File: config.mk
export PLATFORM = sky130hd
export DESIGN_NAME = control_mode_strap_decoder
export DESIGN_NICKNAME = d
export VERILOG_FILES = /design/src/hdl/control_mode_strap_pkg.sv /design/src/hdl/control_mode_strap_decoder.sv
export VERILOG_INCLUDE_DIRS = /design/src /design/src/hdl
export SDC_FILE = /design/constraint.sdc
export NUM_CORES = 1
export LEC_CHECK = 0
export BUFFER_PORTS_ARGS = -buffer_cell sky130_fd_sc_hd__buf_4
export CORE_MARGIN = 10
export CORE_UTILIZATION = 38
export CTS_BUF_LIST = sky130_fd_sc_hd__clkbuf_8
export DETAILED_ROUTE_END_ITERATION = 6
export PLACE_DENSITY = 0.8
export SYNTH_ARGS = -nofsm -noshare
export SYNTH_HDL_FRONTEND = slang
export SYNTH_SLANG_ARGS = --single-unit
File: constraint.sdc
create_clock -name clock -period 1.3 [get_ports clock]
set_clock_uncertainty 0.2 [all_clocks]
set_input_delay 0.26 -clock clock [delete_from_list [all_inputs] [get_ports clock]]
set_output_delay 0.26 -clock clock [all_outputs]
set_load 0.01 [all_outputs]
File: src/hdl/control_mode_strap_decoder_defs.svh
// constants of the control-mode strap decoder: register offsets,
// field positions, reset values and bus widths.
// assumes inclusion by bare name from the design files under hdl/.
`ifndef CONTROL_MODE_STRAP_DECODER_DEFS_SVH
`define CONTROL_MODE_STRAP_DECODER_DEFS_SVH

// bus shape
`define CMS_ADDR_W 4
`define CMS_DATA_W 32

// byte offsets of the register words
`define CMS_OFS_CONFIG 4'h0
`define CMS_OFS_STATUS 4'h4
`define CMS_OFS_PINS 4'h8

// field positions shared by the config and status words
`define CMS_BIT_RANGE_RED 0
`define CMS_BIT_SWING_RED 1
`define CMS_BIT_EDGE_RISE 2
`define CMS_BIT_DDR 3
`define CMS_BIT_CAL_LONG 4
`define CMS_BIT_DES 5
`define CMS_CFG_W 6

// status word: mode flag position
`define CMS_BIT_EXT_MODE 8

// reset value of the config field: normal swing and range, rising edge
`define CMS_CFG_RESET 6'h04

// value of an unmapped read and of read data after reset
`define CMS_READ_ZERO 32'h0000_0000

// byte lane that carries the config field
`define CMS_LANE_CFG 0

// width of the packed pin snapshot: six pins of two bits each
`define CMS_PINS_W 12

`endif

File: src/hdl/control_mode_strap_pkg.sv
// types of the control-mode strap decoder.
// assumes the strap pins are already resolved into low/high/floating.
package control_mode_strap_pkg;

    // one three-level strap pin as resolved by the pad
    typedef struct packed {
        logic floating;
        logic high;
    } strap_pin_type;

    // function settings driven to the converter core
    typedef struct packed {
        logic dual_edge_sampling;
        logic calibration_delay_long;
        logic output_data_clock_ddr;
        logic output_edge_rising;
        logic output_swing_reduced;
        logic input_full_scale_reduced;
    } function_settings_type;

    // serial interface lines recovered from the shared pins
    typedef struct packed {
        logic serial_clock;
        logic serial_data_line;
        logic serial_select;
    } serial_lines_type;

endpackage

File: src/hdl/control_mode_strap_decoder.sv
// control-mode strap decoder: turns the resolved strap pins into the
// control mode, the converter's function settings and the serial lines,
// with an avalon-mm slave for settings and status.
// assumes all pin inputs are synchronous to clock and already resolved.
//
// Summary of operation
// primary extended-control pin high forces the pin-programmed mode.
// primary floating, secondary floating or high: full-scale pin decides mode.
// extended mode when primary low, or primary floating with full-scale pin floating, secondary not low.
// pin-programmed mode: serial lines idle, every function set from strap pins.
// full-scale pin low gives reduced range, high gives normal range.
// swing pin low gives reduced output swing, high gives normal swing.
// edge pin high launches data on rising clock edge, low on falling.
// edge pin floating makes the output data clock double data rate.
// calibration pin low gives short delay, high gives long delay.
// calibration pin floating gives short delay and dual edge sampling.
// extended mode: swing, edge, calibration pins become serial clock, data, select.
// each pin arrives as a resolved three-level input; decoding is combinational.
`timescale 1ns/1ps
`include "control_mode_strap_decoder_defs.svh"

module control_mode_strap_decoder (
    input wire logic clock,
    input wire logic rst,
    input wire control_mode_strap_pkg::strap_pin_type primary_ctrl_pin,
    input wire control_mode_strap_pkg::strap_pin_type secondary_ctrl_pin,
    input wire control_mode_strap_pkg::strap_pin_type full_scale_pin,
    input wire control_mode_strap_pkg::strap_pin_type swing_pin,
    input wire control_mode_strap_pkg::strap_pin_type edge_pin,
    input wire control_mode_strap_pkg::strap_pin_type cal_pin,
    input wire logic [`CMS_ADDR_W-1:0] address,
    input wire logic read,
    input wire logic write,
    input wire logic [`CMS_DATA_W-1:0] writedata,
    input wire logic [3:0] byteenable,
    output logic [`CMS_DATA_W-1:0] readdata,
    output logic waitrequest,
    output logic extended_mode,
    output control_mode_strap_pkg::function_settings_type settings,
    output control_mode_strap_pkg::serial_lines_type serial_lines
);

    // true when the secondary pin does not hold the decoder out of
    // extended control; a driven low keeps the pin-programmed mode
    function automatic logic secondary_allows(
        input control_mode_strap_pkg::strap_pin_type sec
    );
        secondary_allows = sec.floating | sec.high;
    endfunction

    function automatic logic is_low(
        input control_mode_strap_pkg::strap_pin_type p
    );
        is_low = !p.floating && !p.high;
    endfunction

    function automatic logic is_high(
        input control_mode_strap_pkg::strap_pin_type p
    );
        is_high = !p.floating && p.high;
    endfunction

    // mode decode from the three control straps; a driven-low secondary pin is
    // kept in pin-programmed mode so a stuck strap never opens the serial port
    function automatic logic decode_extended(
        input control_mode_strap_pkg::strap_pin_type prim,
        input control_mode_strap_pkg::strap_pin_type sec,
        input control_mode_strap_pkg::strap_pin_type fsr
    );
        logic ext;
        ext = 1'b0;
        if (is_high(prim)) begin
            ext = 1'b0;
        end else if (!secondary_allows(sec)) begin
            ext = 1'b0;
        end else if (is_low(prim)) begin
            ext = 1'b1;
        end else begin
            ext = fsr.floating;
        end
        decode_extended = ext;
    endfunction

    // function settings taken from the strap levels alone
    function automatic control_mode_strap_pkg::function_settings_type pin_settings(
        input control_mode_strap_pkg::strap_pin_type fsr,
        input control_mode_strap_pkg::strap_pin_type swg,
        input control_mode_strap_pkg::strap_pin_type edg,
        input control_mode_strap_pkg::strap_pin_type cal
    );
        control_mode_strap_pkg::function_settings_type s;
        s = '0;
        s.input_full_scale_reduced = !fsr.high;
        s.output_swing_reduced = !swg.high;
        // a floating edge pin makes the edge choice moot; keep rising
        s.output_data_clock_ddr = edg.floating;
        s.output_edge_rising = edg.floating | edg.high;
        // floating calibration pin shares the short delay of a low pin
        s.calibration_delay_long = is_high(cal);
        s.dual_edge_sampling = cal.floating;
        pin_settings = s;
    endfunction

    // unpack the config field into settings
    function automatic control_mode_strap_pkg::function_settings_type cfg_settings(
        input logic [`CMS_CFG_W-1:0] cfg
    );
        control_mode_strap_pkg::function_settings_type s;
        s = '0;
        s.input_full_scale_reduced = cfg[`CMS_BIT_RANGE_RED];
        s.output_swing_reduced = cfg[`CMS_BIT_SWING_RED];
        s.output_edge_rising = cfg[`CMS_BIT_EDGE_RISE];
        s.output_data_clock_ddr = cfg[`CMS_BIT_DDR];
        s.calibration_delay_long = cfg[`CMS_BIT_CAL_LONG];
        s.dual_edge_sampling = cfg[`CMS_BIT_DES];
        cfg_settings = s;
    endfunction

    function automatic logic [`CMS_CFG_W-1:0] settings_bits(
        input control_mode_strap_pkg::function_settings_type s
    );
        logic [`CMS_CFG_W-1:0] b;
        b = '0;
        b[`CMS_BIT_RANGE_RED] = s.input_full_scale_reduced;
        b[`CMS_BIT_SWING_RED] = s.output_swing_reduced;
        b[`CMS_BIT_EDGE_RISE] = s.output_edge_rising;
        b[`CMS_BIT_DDR] = s.output_data_clock_ddr;
        b[`CMS_BIT_CAL_LONG] = s.calibration_delay_long;
        b[`CMS_BIT_DES] = s.dual_edge_sampling;
        settings_bits = b;
    endfunction

    logic ext_nxt;
    logic [`CMS_CFG_W-1:0] config_r;
    logic [`CMS_CFG_W-1:0] config_nxt;
    control_mode_strap_pkg::function_settings_type settings_nxt;
    control_mode_strap_pkg::serial_lines_type serial_nxt;
    logic [`CMS_DATA_W-1:0] read_word;
    logic bus_req;
    logic bus_take;

    // decoding is purely combinational from the resolved pin states and, in extended mode, config_r
    always_comb begin
        ext_nxt = decode_extended(primary_ctrl_pin, secondary_ctrl_pin,
            full_scale_pin);
        if (ext_nxt) begin
            // shared pins belong to the serial port; settings come from
            // the software-held config that stands in for serial writes
            settings_nxt = cfg_settings(config_r);
            serial_nxt.serial_clock = swing_pin.high;
            serial_nxt.serial_data_line = edge_pin.high;
            serial_nxt.serial_select = cal_pin.high;
        end else begin
            settings_nxt = pin_settings(full_scale_pin, swing_pin, edge_pin,
                cal_pin);
            serial_nxt = '0;
        end
    end

    always_ff @(posedge clock) begin
        if (rst) begin
            extended_mode <= 1'b0;
            settings <= '0;
            serial_lines <= '0;
        end else begin
            extended_mode <= ext_nxt;
            settings <= settings_nxt;
            serial_lines <= serial_nxt;
        end
    end

    // avalon-mm slave: one wait cycle, then the request is taken at the
    // edge where waitrequest is seen low
    assign bus_req = read | write;
    assign bus_take = bus_req && !waitrequest;

    // the wait cycle lets readdata be registered; a master holding its request
    // past the take edge sees one more wait cycle, then a second take of the same request

    always_ff @(posedge clock) begin
        if (rst) begin
            waitrequest <= 1'b1;
        end else if (bus_req && waitrequest) begin
            waitrequest <= 1'b0;
        end else begin
            waitrequest <= 1'b1;
        end
    end

    // the pins word shows what the pads resolved, floating states included
    always_comb begin
        read_word = `CMS_READ_ZERO;
        unique case (address)
            `CMS_OFS_CONFIG: read_word[`CMS_CFG_W-1:0] = config_r;
            `CMS_OFS_STATUS: begin
                read_word[`CMS_CFG_W-1:0] = settings_bits(settings);
                read_word[`CMS_BIT_EXT_MODE] = extended_mode;
            end
            `CMS_OFS_PINS: read_word[`CMS_PINS_W-1:0] = {primary_ctrl_pin,
                secondary_ctrl_pin, full_scale_pin, swing_pin, edge_pin,
                cal_pin};
            default: read_word = `CMS_READ_ZERO;
        endcase
    end

    // read data is set up during the wait cycle and stands at the taking edge
    always_ff @(posedge clock) begin
        if (rst) begin
            readdata <= `CMS_READ_ZERO;
        end else if (read && waitrequest) begin
            readdata <= read_word;
        end
    end

    // only the config lane is writable; other lanes and offsets are ignored
    always_comb begin
        config_nxt = config_r;
        if (bus_take && write && address == `CMS_OFS_CONFIG
                && byteenable[`CMS_LANE_CFG]) begin
            config_nxt = writedata[`CMS_CFG_W-1:0];
        end
    end

    always_ff @(posedge clock) begin
        if (rst) begin
            config_r <= `CMS_CFG_RESET;
        end else begin
            config_r <= config_nxt;
        end
    end

    chk_primary_high_mode: assert property (@(posedge clock) disable iff (rst)
        is_high(primary_ctrl_pin) |=> !extended_mode)
        else $error("primary pin high did not give pin-programmed mode");

    chk_fsr_decides_mode: assert property (@(posedge clock) disable iff (rst)
        primary_ctrl_pin.floating && secondary_allows(secondary_ctrl_pin)
        |=> extended_mode == $past(full_scale_pin.floating))
        else $error("full-scale pin did not decide the mode");

    chk_primary_low_ext: assert property (@(posedge clock) disable iff (rst)
        is_low(primary_ctrl_pin) && secondary_allows(secondary_ctrl_pin)
        |=> extended_mode)
        else $error("primary pin low did not give extended mode");

    chk_serial_idle_pin: assert property (@(posedge clock) disable iff (rst)
        !extended_mode |-> serial_lines == '0)
        else $error("serial lines active in pin-programmed mode");

    chk_range_from_pin: assert property (@(posedge clock) disable iff (rst)
        !ext_nxt |=> settings.input_full_scale_reduced == !$past(full_scale_pin.high))
        else $error("full-scale range does not follow its pin");

    chk_swing_from_pin: assert property (@(posedge clock) disable iff (rst)
        !ext_nxt && !swing_pin.floating
        |=> settings.output_swing_reduced == !$past(swing_pin.high))
        else $error("output swing does not follow its pin");

    chk_edge_from_pin: assert property (@(posedge clock) disable iff (rst)
        !ext_nxt && !edge_pin.floating
        |=> !settings.output_data_clock_ddr
            && settings.output_edge_rising == $past(edge_pin.high))
        else $error("output edge does not follow its pin");

    chk_ddr_on_float: assert property (@(posedge clock) disable iff (rst)
        !ext_nxt && edge_pin.floating |=> settings.output_data_clock_ddr)
        else $error("floating edge pin did not give ddr clock");

    chk_cal_delay_pin: assert property (@(posedge clock) disable iff (rst)
        !ext_nxt && !cal_pin.floating
        |=> settings.calibration_delay_long == $past(cal_pin.high)
            && !settings.dual_edge_sampling)
        else $error("calibration delay does not follow its pin");

    chk_cal_float_des: assert property (@(posedge clock) disable iff (rst)
        !ext_nxt && cal_pin.floating
        |=> !settings.calibration_delay_long && settings.dual_edge_sampling)
        else $error("floating calibration pin did not give short delay and des");

    chk_serial_routing: assert property (@(posedge clock) disable iff (rst)
        ext_nxt |=> serial_lines == {$past(swing_pin.high), $past(edge_pin.high),
            $past(cal_pin.high)})
        else $error("serial lines not routed from shared pins");

    chk_config_steers: assert property (@(posedge clock) disable iff (rst)
        ext_nxt |=> settings_bits(settings) == $past(config_r))
        else $error("extended mode settings do not follow config");

    chk_wait_one_cycle: assert property (@(posedge clock) disable iff (rst)
        bus_req && waitrequest |=> !waitrequest ##1 waitrequest)
        else $error("waitrequest not low for exactly one cycle");

    // reset, secondary override, floating full-scale pin and the register bus
    chk_reset_outputs: assert property (@(posedge clock)
        rst |=> waitrequest && !extended_mode && settings == '0 && serial_lines == '0
            && readdata == `CMS_READ_ZERO && config_r == `CMS_CFG_RESET)
        else $error("outputs not at reset values after reset");

    chk_secondary_low_pin: assert property (@(posedge clock) disable iff (rst)
        is_low(secondary_ctrl_pin) |=> !extended_mode)
        else $error("secondary pin low did not keep pin-programmed mode");

    chk_fsr_float_ext: assert property (@(posedge clock) disable iff (rst)
        full_scale_pin.floating && !is_high(primary_ctrl_pin)
            && secondary_allows(secondary_ctrl_pin)
        |=> extended_mode)
        else $error("floating full-scale pin did not give extended mode");

    chk_config_write: assert property (@(posedge clock) disable iff (rst)
        bus_take && write && address == `CMS_OFS_CONFIG && byteenable[`CMS_LANE_CFG]
        |=> config_r == $past(writedata[`CMS_CFG_W-1:0]))
        else $error("config write did not land");

    chk_config_hold: assert property (@(posedge clock) disable iff (rst)
        !(bus_take && write && address == `CMS_OFS_CONFIG && byteenable[`CMS_LANE_CFG])
        |=> $stable(config_r))
        else $error("config changed without a taken write");

    chk_read_config: assert property (@(posedge clock) disable iff (rst)
        read && waitrequest && address == `CMS_OFS_CONFIG
        |=> readdata[`CMS_CFG_W-1:0] == $past(config_r))
        else $error("config read data wrong");

    chk_read_status: assert property (@(posedge clock) disable iff (rst)
        read && waitrequest && address == `CMS_OFS_STATUS
        |=> readdata[`CMS_BIT_EXT_MODE] == $past(extended_mode))
        else $error("status read does not show the mode");

    chk_read_unmapped: assert property (@(posedge clock) disable iff (rst)
        read && waitrequest && address != `CMS_OFS_CONFIG && address != `CMS_OFS_STATUS
            && address != `CMS_OFS_PINS |=> readdata == `CMS_READ_ZERO)
        else $error("unmapped read did not return zero");

    chk_pins_read: assert property (@(posedge clock) disable iff (rst)
        read && waitrequest && address == `CMS_OFS_PINS
        |=> readdata[`CMS_PINS_W-1:0] == $past({primary_ctrl_pin, secondary_ctrl_pin,
            full_scale_pin, swing_pin, edge_pin, cal_pin}))
        else $error("pins word does not show the resolved pins");

    chk_readdata_hold: assert property (@(posedge clock) disable iff (rst)
        !(read && waitrequest) |=> $stable(readdata))
        else $error("readdata changed outside a read");

    chk_wait_idle_high: assert property (@(posedge clock) disable iff (rst)
        !bus_req |=> waitrequest)
        else $error("waitrequest low without a request");

endmodule

==> results.py, run 1 <==
metrics = {
    "synth": {
        "async_flop_share": 0,
        "ys_ff_latch": 29,
        "synth_top_area_share": 0.420,
        "yosysSeqAreaShare": 0.420,
        "syn_area_sq_um": 1380,
        "synth_top_area_cell": "dfxtp_1",
        "synthDistinctLibCells": 34,
        "ys.flop_type": "dfxtp_1",
        "netlist_instances": 147,
        "synth_edf_count": 0,
        "ys_top_cells_by_count": "29 x dfxtp_1, 20 x buf_4, 10 x a21oi_1",
        "synth.most_common_cell": "dfxtp_1",
        "avgSynthCellArea_sq_um": 9.41,
        "synth_top_cells_by_area": "dfxtp_1 42%, buf_4 11%, mux2i_1 4.3%",
        "ys_warn_count": 0,
    },
    "hold_path": {
        "min_to": "config_r[2]$_SDFFE_PP1P_",
        "holdPathStages": 3,
        "hold_path.class": "primary input to register",
        "hold_start": "writedata[2]",
    },
    "clocking": {
        "clockRootBuffer": "clkbuf_8",
        "cts_made_buffers": 5,
        "cts_buffer_depth": 2,
        "cts_tree": "built",
        "post-cts-setup-buffers": 0,
        "clk_pin_slew_ns": 0.06,
        "clkLatencyLatePin_ns": 0.28,
        "htreeDepth": 2,
        "numClockSinks": 29,
    },
    "grt": {
        "grt-ovfl-total": 0,
        "grt_max_degree": 14,
        "grt_pass1_wl_microns": 6310,
        "grt_pass1_vias": 1331,
        "grt_usage": 0.121,
        "antenna_found_initial": 0,
    },
    "drt": {
        "postRouteAntennaNets": 0,
        "via_per_inst": 4.91,
        "post_drt_wl_per_cell_microns": 15.1,
        "route.detailed.drc": 0,
        "dr_total_vias": 1292,
        "dr.first_iter.drc_count": 41,
        "wl_microns": 3970,
        "drt-pass1-iter-count": 4,
    },
    "placed_design": {
        "finalWeightedCongestion": 0.826,
        "dp_hpwl_microns": 3210,
        "io_buffers": 49,
    },
    "timing": {
        "grt_setup_unrepaired": "true",
        "max_freq_mhz": 775,
        "fin_crit_sh": 0.993,
        "finalHoldViolations": 0,
        "drv_slew": 0,
        "period_minus_slack_ns": 1.29,
        "timing.hold.ws_ns": 0.0294,
        "setup_viol": 0,
    },
    "layout": {
        "fin_nets": 272,
        "seqCellArea_sq_um": 582,
        "multi_input_area_sq_um": 719,
        "final_util": 0.582,
        "fillers": 321,
        "antennaDiodeCount": 0,
        "area_delta_synth_final_pct": 43.7,
        "drive_gt1_frac": 0.378,
    },
    "setup_path": {
        "cp.required_ns": 1.27,
        "critPathMaxFanout": 7,
        "path_class": "register to register",
        "arrival_ns": 1.26,
        "r2r-end": "config_r[1]$_SDFFE_PP0P_",
        "crit_path_start_kind": "register",
        "critPathCaptureType": "register",
        "reg2reg_from": "waitrequest$_SDFF_PP1_",
        "worstRegToRegCells": 3,
        "r2r_slack_ns": 0.01,
    },
    "outcome": {
        "status": "finished, final reports clean",
    },
    "die": {
        "rows": 21,
        "dieArea_sq_um": 6460,
        "die_x_microns": 80.3,
        "core_area_sq_um": 3420,
        "start_util": 0.405,
        "ios": 99,
        "die_y_microns": 80.3,
    },
    "power": {
        "vdd_drop_max_v": 0.000764,
        "p_per_area_nw_per_um2": 1040,
        "leakage_uw": 0.000890,
    },
    "run": {
        "drv_cap": 0,
    },
}
[sequential cells by signal, indices dropped and copies added (netlist names)]
register / count
readdata: 12
config_r: 6
settings: 6
serial_lines: 3
extended_mode: 1
waitrequest: 1
[what timing repair did]
item	4_1_cts	5_1_grt
resized for setup	2	6
endpoints found under the setup margin	6	12
hold endpoints to repair	4	0
hold buffers	4	0
[through the flow]
stage	worst slack (ns)	cells	instance area, sq um	TNS (ns)	total power, uW
floorplan	-0.0473	166	1460	-0.236	1130
global placement	-0.118	251	1820	-1.23	1250
detailed placement	-0.135	251	1820	-1.54	1260
CTS	0.0204	263	1970	0	2070
global route	-0.0560	263	1990	-0.462	2150
finish	0.00955	263	1990	0	2070
[worst max-delay path by stage]
stage                      startpoint                        to  slack, ns  depth (start not counted)
2_1_floorplan  waitrequest$_SDFF_PP1_  readdata[5]$_SDFFE_PP0P_      -0.05                          4
3_3_place_gp               address[1]  config_r[1]$_SDFFE_PP0P_      -0.12                          4
3_5_place_dp               address[1]  config_r[2]$_SDFFE_PP1P_      -0.13                          4
4_1_cts        waitrequest$_SDFF_PP1_  config_r[2]$_SDFFE_PP1P_       0.02                          3
5_1_grt        waitrequest$_SDFF_PP1_  readdata[8]$_SDFFE_PP0P_      -0.06                          4
6_report       waitrequest$_SDFF_PP1_  config_r[1]$_SDFFE_PP0P_       0.01                          3
[logic make-up (layout without fill, tap and decap cells)]
kind of cell           count (synthesis)  after routing  synth area share
AO/OA/AOI/OAI                         46             46             0.235
multiplexers                           6              6            0.0434
other                                  1             20           0.00271
AND/OR/NAND/NOR                       38             38             0.169
buffers and inverters                 27             78             0.130
flip-flops                            29             29             0.420
[per-layer routing]
| layer | wire length (microns) | track usage | vias to the layer above |
|---|---|---|---|
| li1 | - | - | 647 |
| met3 | 276 | 0.0490 | 3 |
| met4 | 22 | 0.0264 | 0 |
| met2 | 1960 | 0.204 | 47 |
| met1 | 1710 | 0.138 | 595 |
| met5 | 0 | 0 | - |
[final cells by class]
cell class,count,share of cell area
clock buffer,7,0.0485
clock inverter,1,0.00252
inverter,2,0.00378
multi-input combinational,110,0.362
sequential,29,0.293
tap,46,0.0289
timing repair buffer,68,0.262
[worst max-delay path, cell delays in order (launching register included)]
cell	delay, ns
dfxtp_2	0.35
nand4bb_2	0.32
o21ai_0	0.22
a21oi_1	0.09
[placed cells by master, fill, tap and decap left out, drive strengths merged, types with 2 or more instances in the layout]
| cell | instances |
|---|---|
| buf | 64 |
| dfxtp | 29 |
| conb | 20 |
| a21oi | 10 |
| nor2 | 9 |
| o21ai | 8 |
| nand3 | 7 |
| clkbuf | 7 |
| mux2i | 6 |
| o2bb2ai | 6 |
| a22o | 6 |
| a32oi | 5 |
| o211ai | 4 |
| dlygate4sd3 | 4 |
| nor2b | 3 |
| o31ai | 3 |
| nor3b | 3 |
| nand2 | 3 |
| inv | 2 |
| nor4 | 2 |
| a211oi | 2 |
| and3b | 2 |
| and4bb | 2 |
[where the power goes]
group,switching [uW],internal [uW],leakage [uW]
Sequential,14.4,913,0.000236
Combinational,165,163,0.000601
Clock,333,477,0.0000542
Total,513,1550,0.000890
(Power assumes the default switching activity.)
==> inputs of run 2 (changes only) <==
--- a/config.mk
+++ b/config.mk
@@ -6,12 +6,13 @@
 export SDC_FILE = /design/constraint.sdc
 export NUM_CORES = 1
 export LEC_CHECK = 0
+export ABC_AREA = 1
 export BUFFER_PORTS_ARGS = -buffer_cell sky130_fd_sc_hd__buf_4
 export CORE_MARGIN = 10
 export CORE_UTILIZATION = 38
 export CTS_BUF_LIST = sky130_fd_sc_hd__clkbuf_8
 export DETAILED_ROUTE_END_ITERATION = 6
-export PLACE_DENSITY = 0.8
+export PLACE_DENSITY = 0.82
 export SYNTH_ARGS = -nofsm -noshare
 export SYNTH_HDL_FRONTEND = slang
 export SYNTH_SLANG_ARGS = --single-unit
==> run 2 against run 1 <==
  * First-iteration DRC count increased to 2.8 times the previous value
  * Setup slack got worse by 0.0026 ns
  * Total power increased by 2.3%
  * Count of clock-buffer cells in the layout unchanged
  * Final cell count increased by 10%
  * Die area increased by 0.47%
  * Largest power group unchanged
  * Fmax decreased by 0.20%
  * Utilization increased by 0.25 points
  * Flip-flop and latch count unchanged
==> results.py, run 2 <==
metrics = {
    "clocking": {
        "clk_pin_slew_ns": 0.06,
        "numClockSinks": 29,
        "clkLatencyLatePin_ns": 0.28,
        "cts_tree": "built",
        "clockRootBuffer": "clkbuf_8",
        "htreeDepth": 2,
        "cts_made_buffers": 5,
        "cts_buffer_depth": 2,
    },
    "power": {
        "vdd_drop_max_v": 0.000663,
        "p_per_area_nw_per_um2": 1050,
        "leakage_uw": 0.000912,
    },
    "layout": {
        "area_delta_synth_final_pct": 44.5,
        "seqCellArea_sq_um": 582,
        "multi_input_area_sq_um": 662,
        "fillers": 313,
        "largestRegisters": "readdata: 12 flops, config_r: 6 flops, settings: 6 flops",
        "fin_area_sq_um": 2010,
        "largest_register_ffs": 12,
        "max_flop_register": "readdata",
        "final_util": 0.585,
        "fin_nets": 299,
        "final_cell_count_no_fill": 290,
        "final_cell_mix": "53 x buf_4, 29 x nand3_1, 28 x dfxtp_1",
        "drive_gt1_frac": 0.361,
        "final_common_cell": "buf_4",
        "antennaDiodeCount": 0,
    },
    "drt": {
        "drt-pass1-iter-count": 6,
        "wl_microns": 3840,
        "postRouteAntennaNets": 0,
        "route.detailed.drc": 0,
        "dr.first_iter.drc_count": 115,
        "via_per_inst": 4.62,
        "post_drt_wl_per_cell_microns": 13.2,
        "dr_total_vias": 1341,
    },
    "timing": {
        "period_minus_slack_ns": 1.29,
        "fin_crit_sh": 0.995,
        "setup_viol": 0,
        "grt_setup_unrepaired": "true",
        "drv_slew": 0,
        "finalHoldViolations": 0,
        "max_freq_mhz": 773,
    },
    "die": {
        "start_util": 0.405,
        "ios": 99,
        "core_area_sq_um": 3440,
        "die_y_microns": 80.5,
        "dieArea_sq_um": 6490,
        "rows": 21,
        "die_x_microns": 80.5,
    },
    "synth": {
        "avgSynthCellArea_sq_um": 7.78,
        "synth_top_cells_by_area": "dfxtp_1 42%, buf_4 11%, nand3_1 10%",
        "ys.flop_type": "dfxtp_1",
        "syn_area_sq_um": 1390,
        "synth_edf_count": 0,
        "ys_ff_latch": 29,
        "yosysSeqAreaShare": 0.417,
        "synthDistinctLibCells": 22,
        "synth_top_area_share": 0.417,
        "async_flop_share": 0,
        "synth_top_area_cell": "dfxtp_1",
        "ys_top_cells_by_count": "29 x dfxtp_1, 29 x nand3_1, 28 x nand2_1",
        "netlist_instances": 179,
        "ys_warn_count": 0,
    },
    "grt": {
        "grt_pass1_wl_microns": 6130,
        "grt_pass1_vias": 1337,
        "antenna_found_initial": 0,
        "grt-ovfl-total": 0,
        "grt_usage": 0.120,
        "grt_max_degree": 15,
    },
    "hold_path": {
        "hold_path.class": "primary input to register",
    },
    "setup_path": {
        "crit_path_start_kind": "register",
        "critPathMaxFanout": 3,
        "path_class": "register to primary output",
        "cp.required_ns": 0.84,
        "critPathCaptureType": "primary output",
        "arrival_ns": 0.83,
    },
    "placed_design": {
        "placed_cell_area_sq_um": 1830,
        "dp_hpwl_microns": 3020,
        "io_buffers": 49,
        "dp.cells": 276,
        "finalWeightedCongestion": 0.843,
    },
    "run": {
        "drv_cap": 0,
    },
    "outcome": {
        "status": "finished, final reports clean",
    },
}
[run 2: critical path, stage by stage (launching register included)]
cell	delay (ns)
dfxtp_2	0.33
buf_6	0.11
buf_6	0.11
[run 2: kinds of logic (layout without fill, tap and decap cells)]
logic type / count (synthesis) / after routing / share of synthesized area
simple gates: 81 / 81 / 0.287
flops: 29 / 29 / 0.417
compound gates: 30 / 30 / 0.133
buf+inv: 38 / 84 / 0.161
other cells: 1 / 20 / 0.00269
[run 2: repair_timing]
| action | in CTS | in global routing |
|---|---|---|
| buffers inserted | 1 | 0 |
| hold endpoints to repair | 4 | 0 |
| cloned | 0 | 0 |
| hold buffers | 5 | 0 |
| setup endpoints to repair | 3 | 8 |
| resized for setup | 3 | 4 |
| pin swaps | 0 | 1 |
[run 2: metrics by stage]
stage	hold slack, ns	setup slack (ns)	total power [uW]	TNS, ns
after floorplan	0.149	0.0456	1140	0
after global placement	0.254	-0.0955	1280	-1.26
after detailed placement	0.257	-0.132	1280	-1.84
after CTS	0.000257	0.000684	2120	0
after global routing	0.0149	-0.0312	2210	-0.0312
final	0.0114	0.00698	2110	0
[run 2: layout make-up]
class | count | share of cell area
tap | 46 | 0.0286
inverter | 11 | 0.0224
clock buffer | 7 | 0.0479
sequential | 29 | 0.289
timing repair buffer | 65 | 0.280
clock inverter | 1 | 0.00249
multi-input combinational | 131 | 0.329
[run 2: path summary, 6_finish.rpt]
path / to / from / slack (ns) / cells after the start
hold reg to reg: readdata[7]$_SDFFE_PP0P_ / readdata[7]$_SDFFE_PP0P_ / 0.27 / 2
setup / recovery: waitrequest / waitrequest$_SDFF_PP1_ / 0.007 / 2
hold / removal: config_r[4]$_SDFFE_PP0P_ / writedata[4] / 0.01 / 3
setup reg to reg: config_r[1]$_SDFFE_PP0P_ / waitrequest$_SDFF_PP1_ / 0.09 / 5
[run 2: per-layer routing]
| layer | routed length (microns) | global-route usage | vias up |
|---|---|---|---|
| li1 | - | - | 681 |
| met1 | 1580 | 0.126 | 590 |
| met2 | 1770 | 0.197 | 64 |
| met3 | 436 | 0.0668 | 6 |
| met4 | 53 | 0.0423 | 0 |
| met5 | 0 | 0 | - |
[run 2: power breakdown]
part	switching [uW]	internal, uW
Clock	345	478
Combinational	185	173
Sequential	15.2	918
==> inputs of run 3 (changes only) <==
--- a/config.mk
+++ b/config.mk
@@ -11,8 +11,11 @@
 export CORE_MARGIN = 10
 export CORE_UTILIZATION = 38
 export CTS_BUF_LIST = sky130_fd_sc_hd__clkbuf_8
+export CTS_CLUSTER_SIZE = 25
 export DETAILED_ROUTE_END_ITERATION = 6
+export GPL_TIMING_DRIVEN = 0
 export PLACE_DENSITY = 0.82
+export SKIP_LAST_GASP = 1
 export SYNTH_ARGS = -nofsm -noshare
 export SYNTH_HDL_FRONTEND = slang
 export SYNTH_SLANG_ARGS = --single-unit
==> run 3 against run 2 <==
  * Design area is 1.9% higher
  * Final cell count is 6.2% higher
  * Setup slack improved by 0.0088 ns
  * Via count is 4.8% higher
  * Hold slack about the same
  * Utilization up 1.1 points
  * Critical path type is now primary input to register
  * Fmax increased by 0.68%
  * Flip-flop and latch count is the same
==> results.py, run 3 (synthesized netlist as in run 2, its figures left out) <==
metrics = {
    "drt": {
        "drt-pass1-iter-count": 4,
        "dr.first_iter.drc_count": 106,
        "post_drt_wl_per_cell_microns": 13.0,
        "postRouteAntennaNets": 0,
        "route.detailed.drc": 0,
        "via_per_inst": 4.56,
        "wl_microns": 3990,
        "dr_total_vias": 1405,
    },
    "grt": {
        "grt_pass1_vias": 1325,
        "grt_pass1_wl_microns": 6370,
        "grt_max_degree": 11,
        "antenna_found_initial": 0,
        "grt_usage": 0.123,
        "grt-ovfl-total": 0,
    },
    "timing": {
        "max_freq_mhz": 779,
        "timing.hold.ws_ns": 0.0109,
        "drv_slew": 0,
        "maxSlewHeadroom": 0.614,
        "worstMarginPinSlew_ns": 0.579,
        "finalHoldViolations": 0,
        "grt_setup_unrepaired": "true",
        "fin_crit_sh": 0.988,
        "setup_viol": 0,
        "period_minus_slack_ns": 1.28,
    },
    "layout": {
        "antennaDiodeCount": 0,
        "final_cell_mix": "70 x buf_4, 29 x nand3_1, 28 x dfxtp_1",
        "final_common_cell": "buf_4",
        "drive_gt1_frac": 0.393,
        "fin_nets": 317,
        "final_util": 0.595,
        "max_flop_register": "readdata",
        "largest_register_ffs": 12,
        "largestRegisters": "readdata: 12 flops, config_r: 6 flops, settings: 6 flops",
        "area_delta_synth_final_pct": 47.2,
    },
    "clocking": {
        "clk_pin_slew_ns": 0.06,
        "htreeDepth": 2,
        "clkLatencyLatePin_ns": 0.28,
        "clockRootBuffer": "clkbuf_8",
        "cts_buffer_depth": 2,
        "cts_made_buffers": 5,
        "numClockSinks": 29,
        "cts_tree": "built",
    },
    "setup_path": {
        "crit_path_start_kind": "primary input",
        "slowest_delay_ns": 0.54,
        "critPathCaptureType": "register",
        "crit_path_cell_trace": "dlygate4sd3_1, buf_4, nand3_1, nand3_1, nand2_1, a21oi_2",
        "critPathMaxFanout": 3,
        "cp.required_ns": 1.24,
        "arrival_ns": 1.22,
        "cpMostUsedCell": "nand3_1",
        "cpMaxStageDelayCell": "dlygate4sd3_1",
        "path_class": "primary input to register",
    },
    "power": {
        "p_per_area_nw_per_um2": 961,
        "leakage_uw": 0.000979,
        "vdd_drop_max_v": 0.000580,
    },
    "die": {
        "rows": 21,
        "start_util": 0.405,
        "ios": 99,
        "die_y_microns": 80.5,
        "core_area_sq_um": 3440,
        "dieArea_sq_um": 6490,
        "die_x_microns": 80.5,
    },
    "outcome": {
        "status": "finished, final reports clean",
    },
    "placed_design": {
        "io_buffers": 48,
        "dp_hpwl_microns": 3170,
        "finalWeightedCongestion": 0.941,
    },
    "run": {
        "drv_cap": 0,
    },
    "hold_path": {
        "hold_path.class": "primary input to register",
    },
}
[run 3: changes by cell type in the layout (fill, tap and decap cells not counted), moves of 2 or more]
cell and delta:
inv_1 +3, buf_4 +17, buf_2 +5, buf_12 -4
clkbuf_8 -2, buf_6 -2
[run 3: final cells by class]
| class | count | area [sq um] |
|---|---|---|
| Buffer | 27 | 186 |
| Clock inverter | 3 | 11.3 |
| Multi-Input combinational cell | 131 | 666 |
| Timing Repair Buffer | 56 | 437 |
| Clock buffer | 5 | 68.8 |
| Tap cell | 46 | 57.6 |
| Inverter | 11 | 41.3 |
| Fill cell | 330 | 1390 |
| Sequential cell | 29 | 582 |
[run 3: path summary, 6_finish.rpt]
check	startpoint	end	slack [ns]	depth (start not counted)
worst max-delay path	swing_pin[0]	readdata[4]$_SDFFE_PP0P_	0.02	6
worst min-delay path	writedata[5]	config_r[5]$_SDFFE_PP0P_	0.01	3
worst max register to register	waitrequest$_SDFF_PP1_	config_r[4]$_SDFFE_PP0P_	0.05	5
worst min register to register	waitrequest$_SDFF_PP1_	waitrequest$_SDFF_PP1_	0.24	1
[run 3: report_power, final]
group / switching (uW) / leakage [uW] / internal, uW
logic: 187 / 0.000690 / 179
registers: 15.2 / 0.000236 / 919
clock network: 315 / 0.0000519 / 355
total: 517 / 0.000979 / 1450
[run 3: per-stage QoR]
stage / power (uW) / setup slack (ns) / cell area, sq um / std cells / TNS (ns)
final: 1970 / 0.0157 / 2050 / 308 / 0
after global routing: 2070 / -0.0384 / 2050 / 308 / -0.119
after CTS: 1970 / 0.00415 / 2020 / 306 / 0
after detailed placement: 1290 / -0.182 / 1880 / 292 / -2.62
after global placement: 1280 / -0.157 / 1880 / 292 / -2.17
after floorplan: 1140 / 0.0456 / 1460 / 198 / 0
[run 3: per-layer routing]
metal  global-route usage  vias up  wire length, microns  share of wire
met2                0.193       67                  1920           0.48
met4               0.0370        0                    38         0.0095
met1                0.133      619                  1560           0.39
met3               0.0791        3                   474           0.12
met5                    0        -                     0              0
li1                     -      716                     -              -
[run 3: repair_timing]
action,4_1_cts,5_1_grt
setup endpoints to repair,16,14
resized for setup,2,6
setup buffers,1,2
hold endpoints to repair,4,0
pin swaps,0,2
hold buffers,5,0
[run 3: critical path, delay by kind of cell]
family          cells  cell delay [ns]
buf+inv             2             0.69
simple gates        3             0.23
compound gates      1             0.05
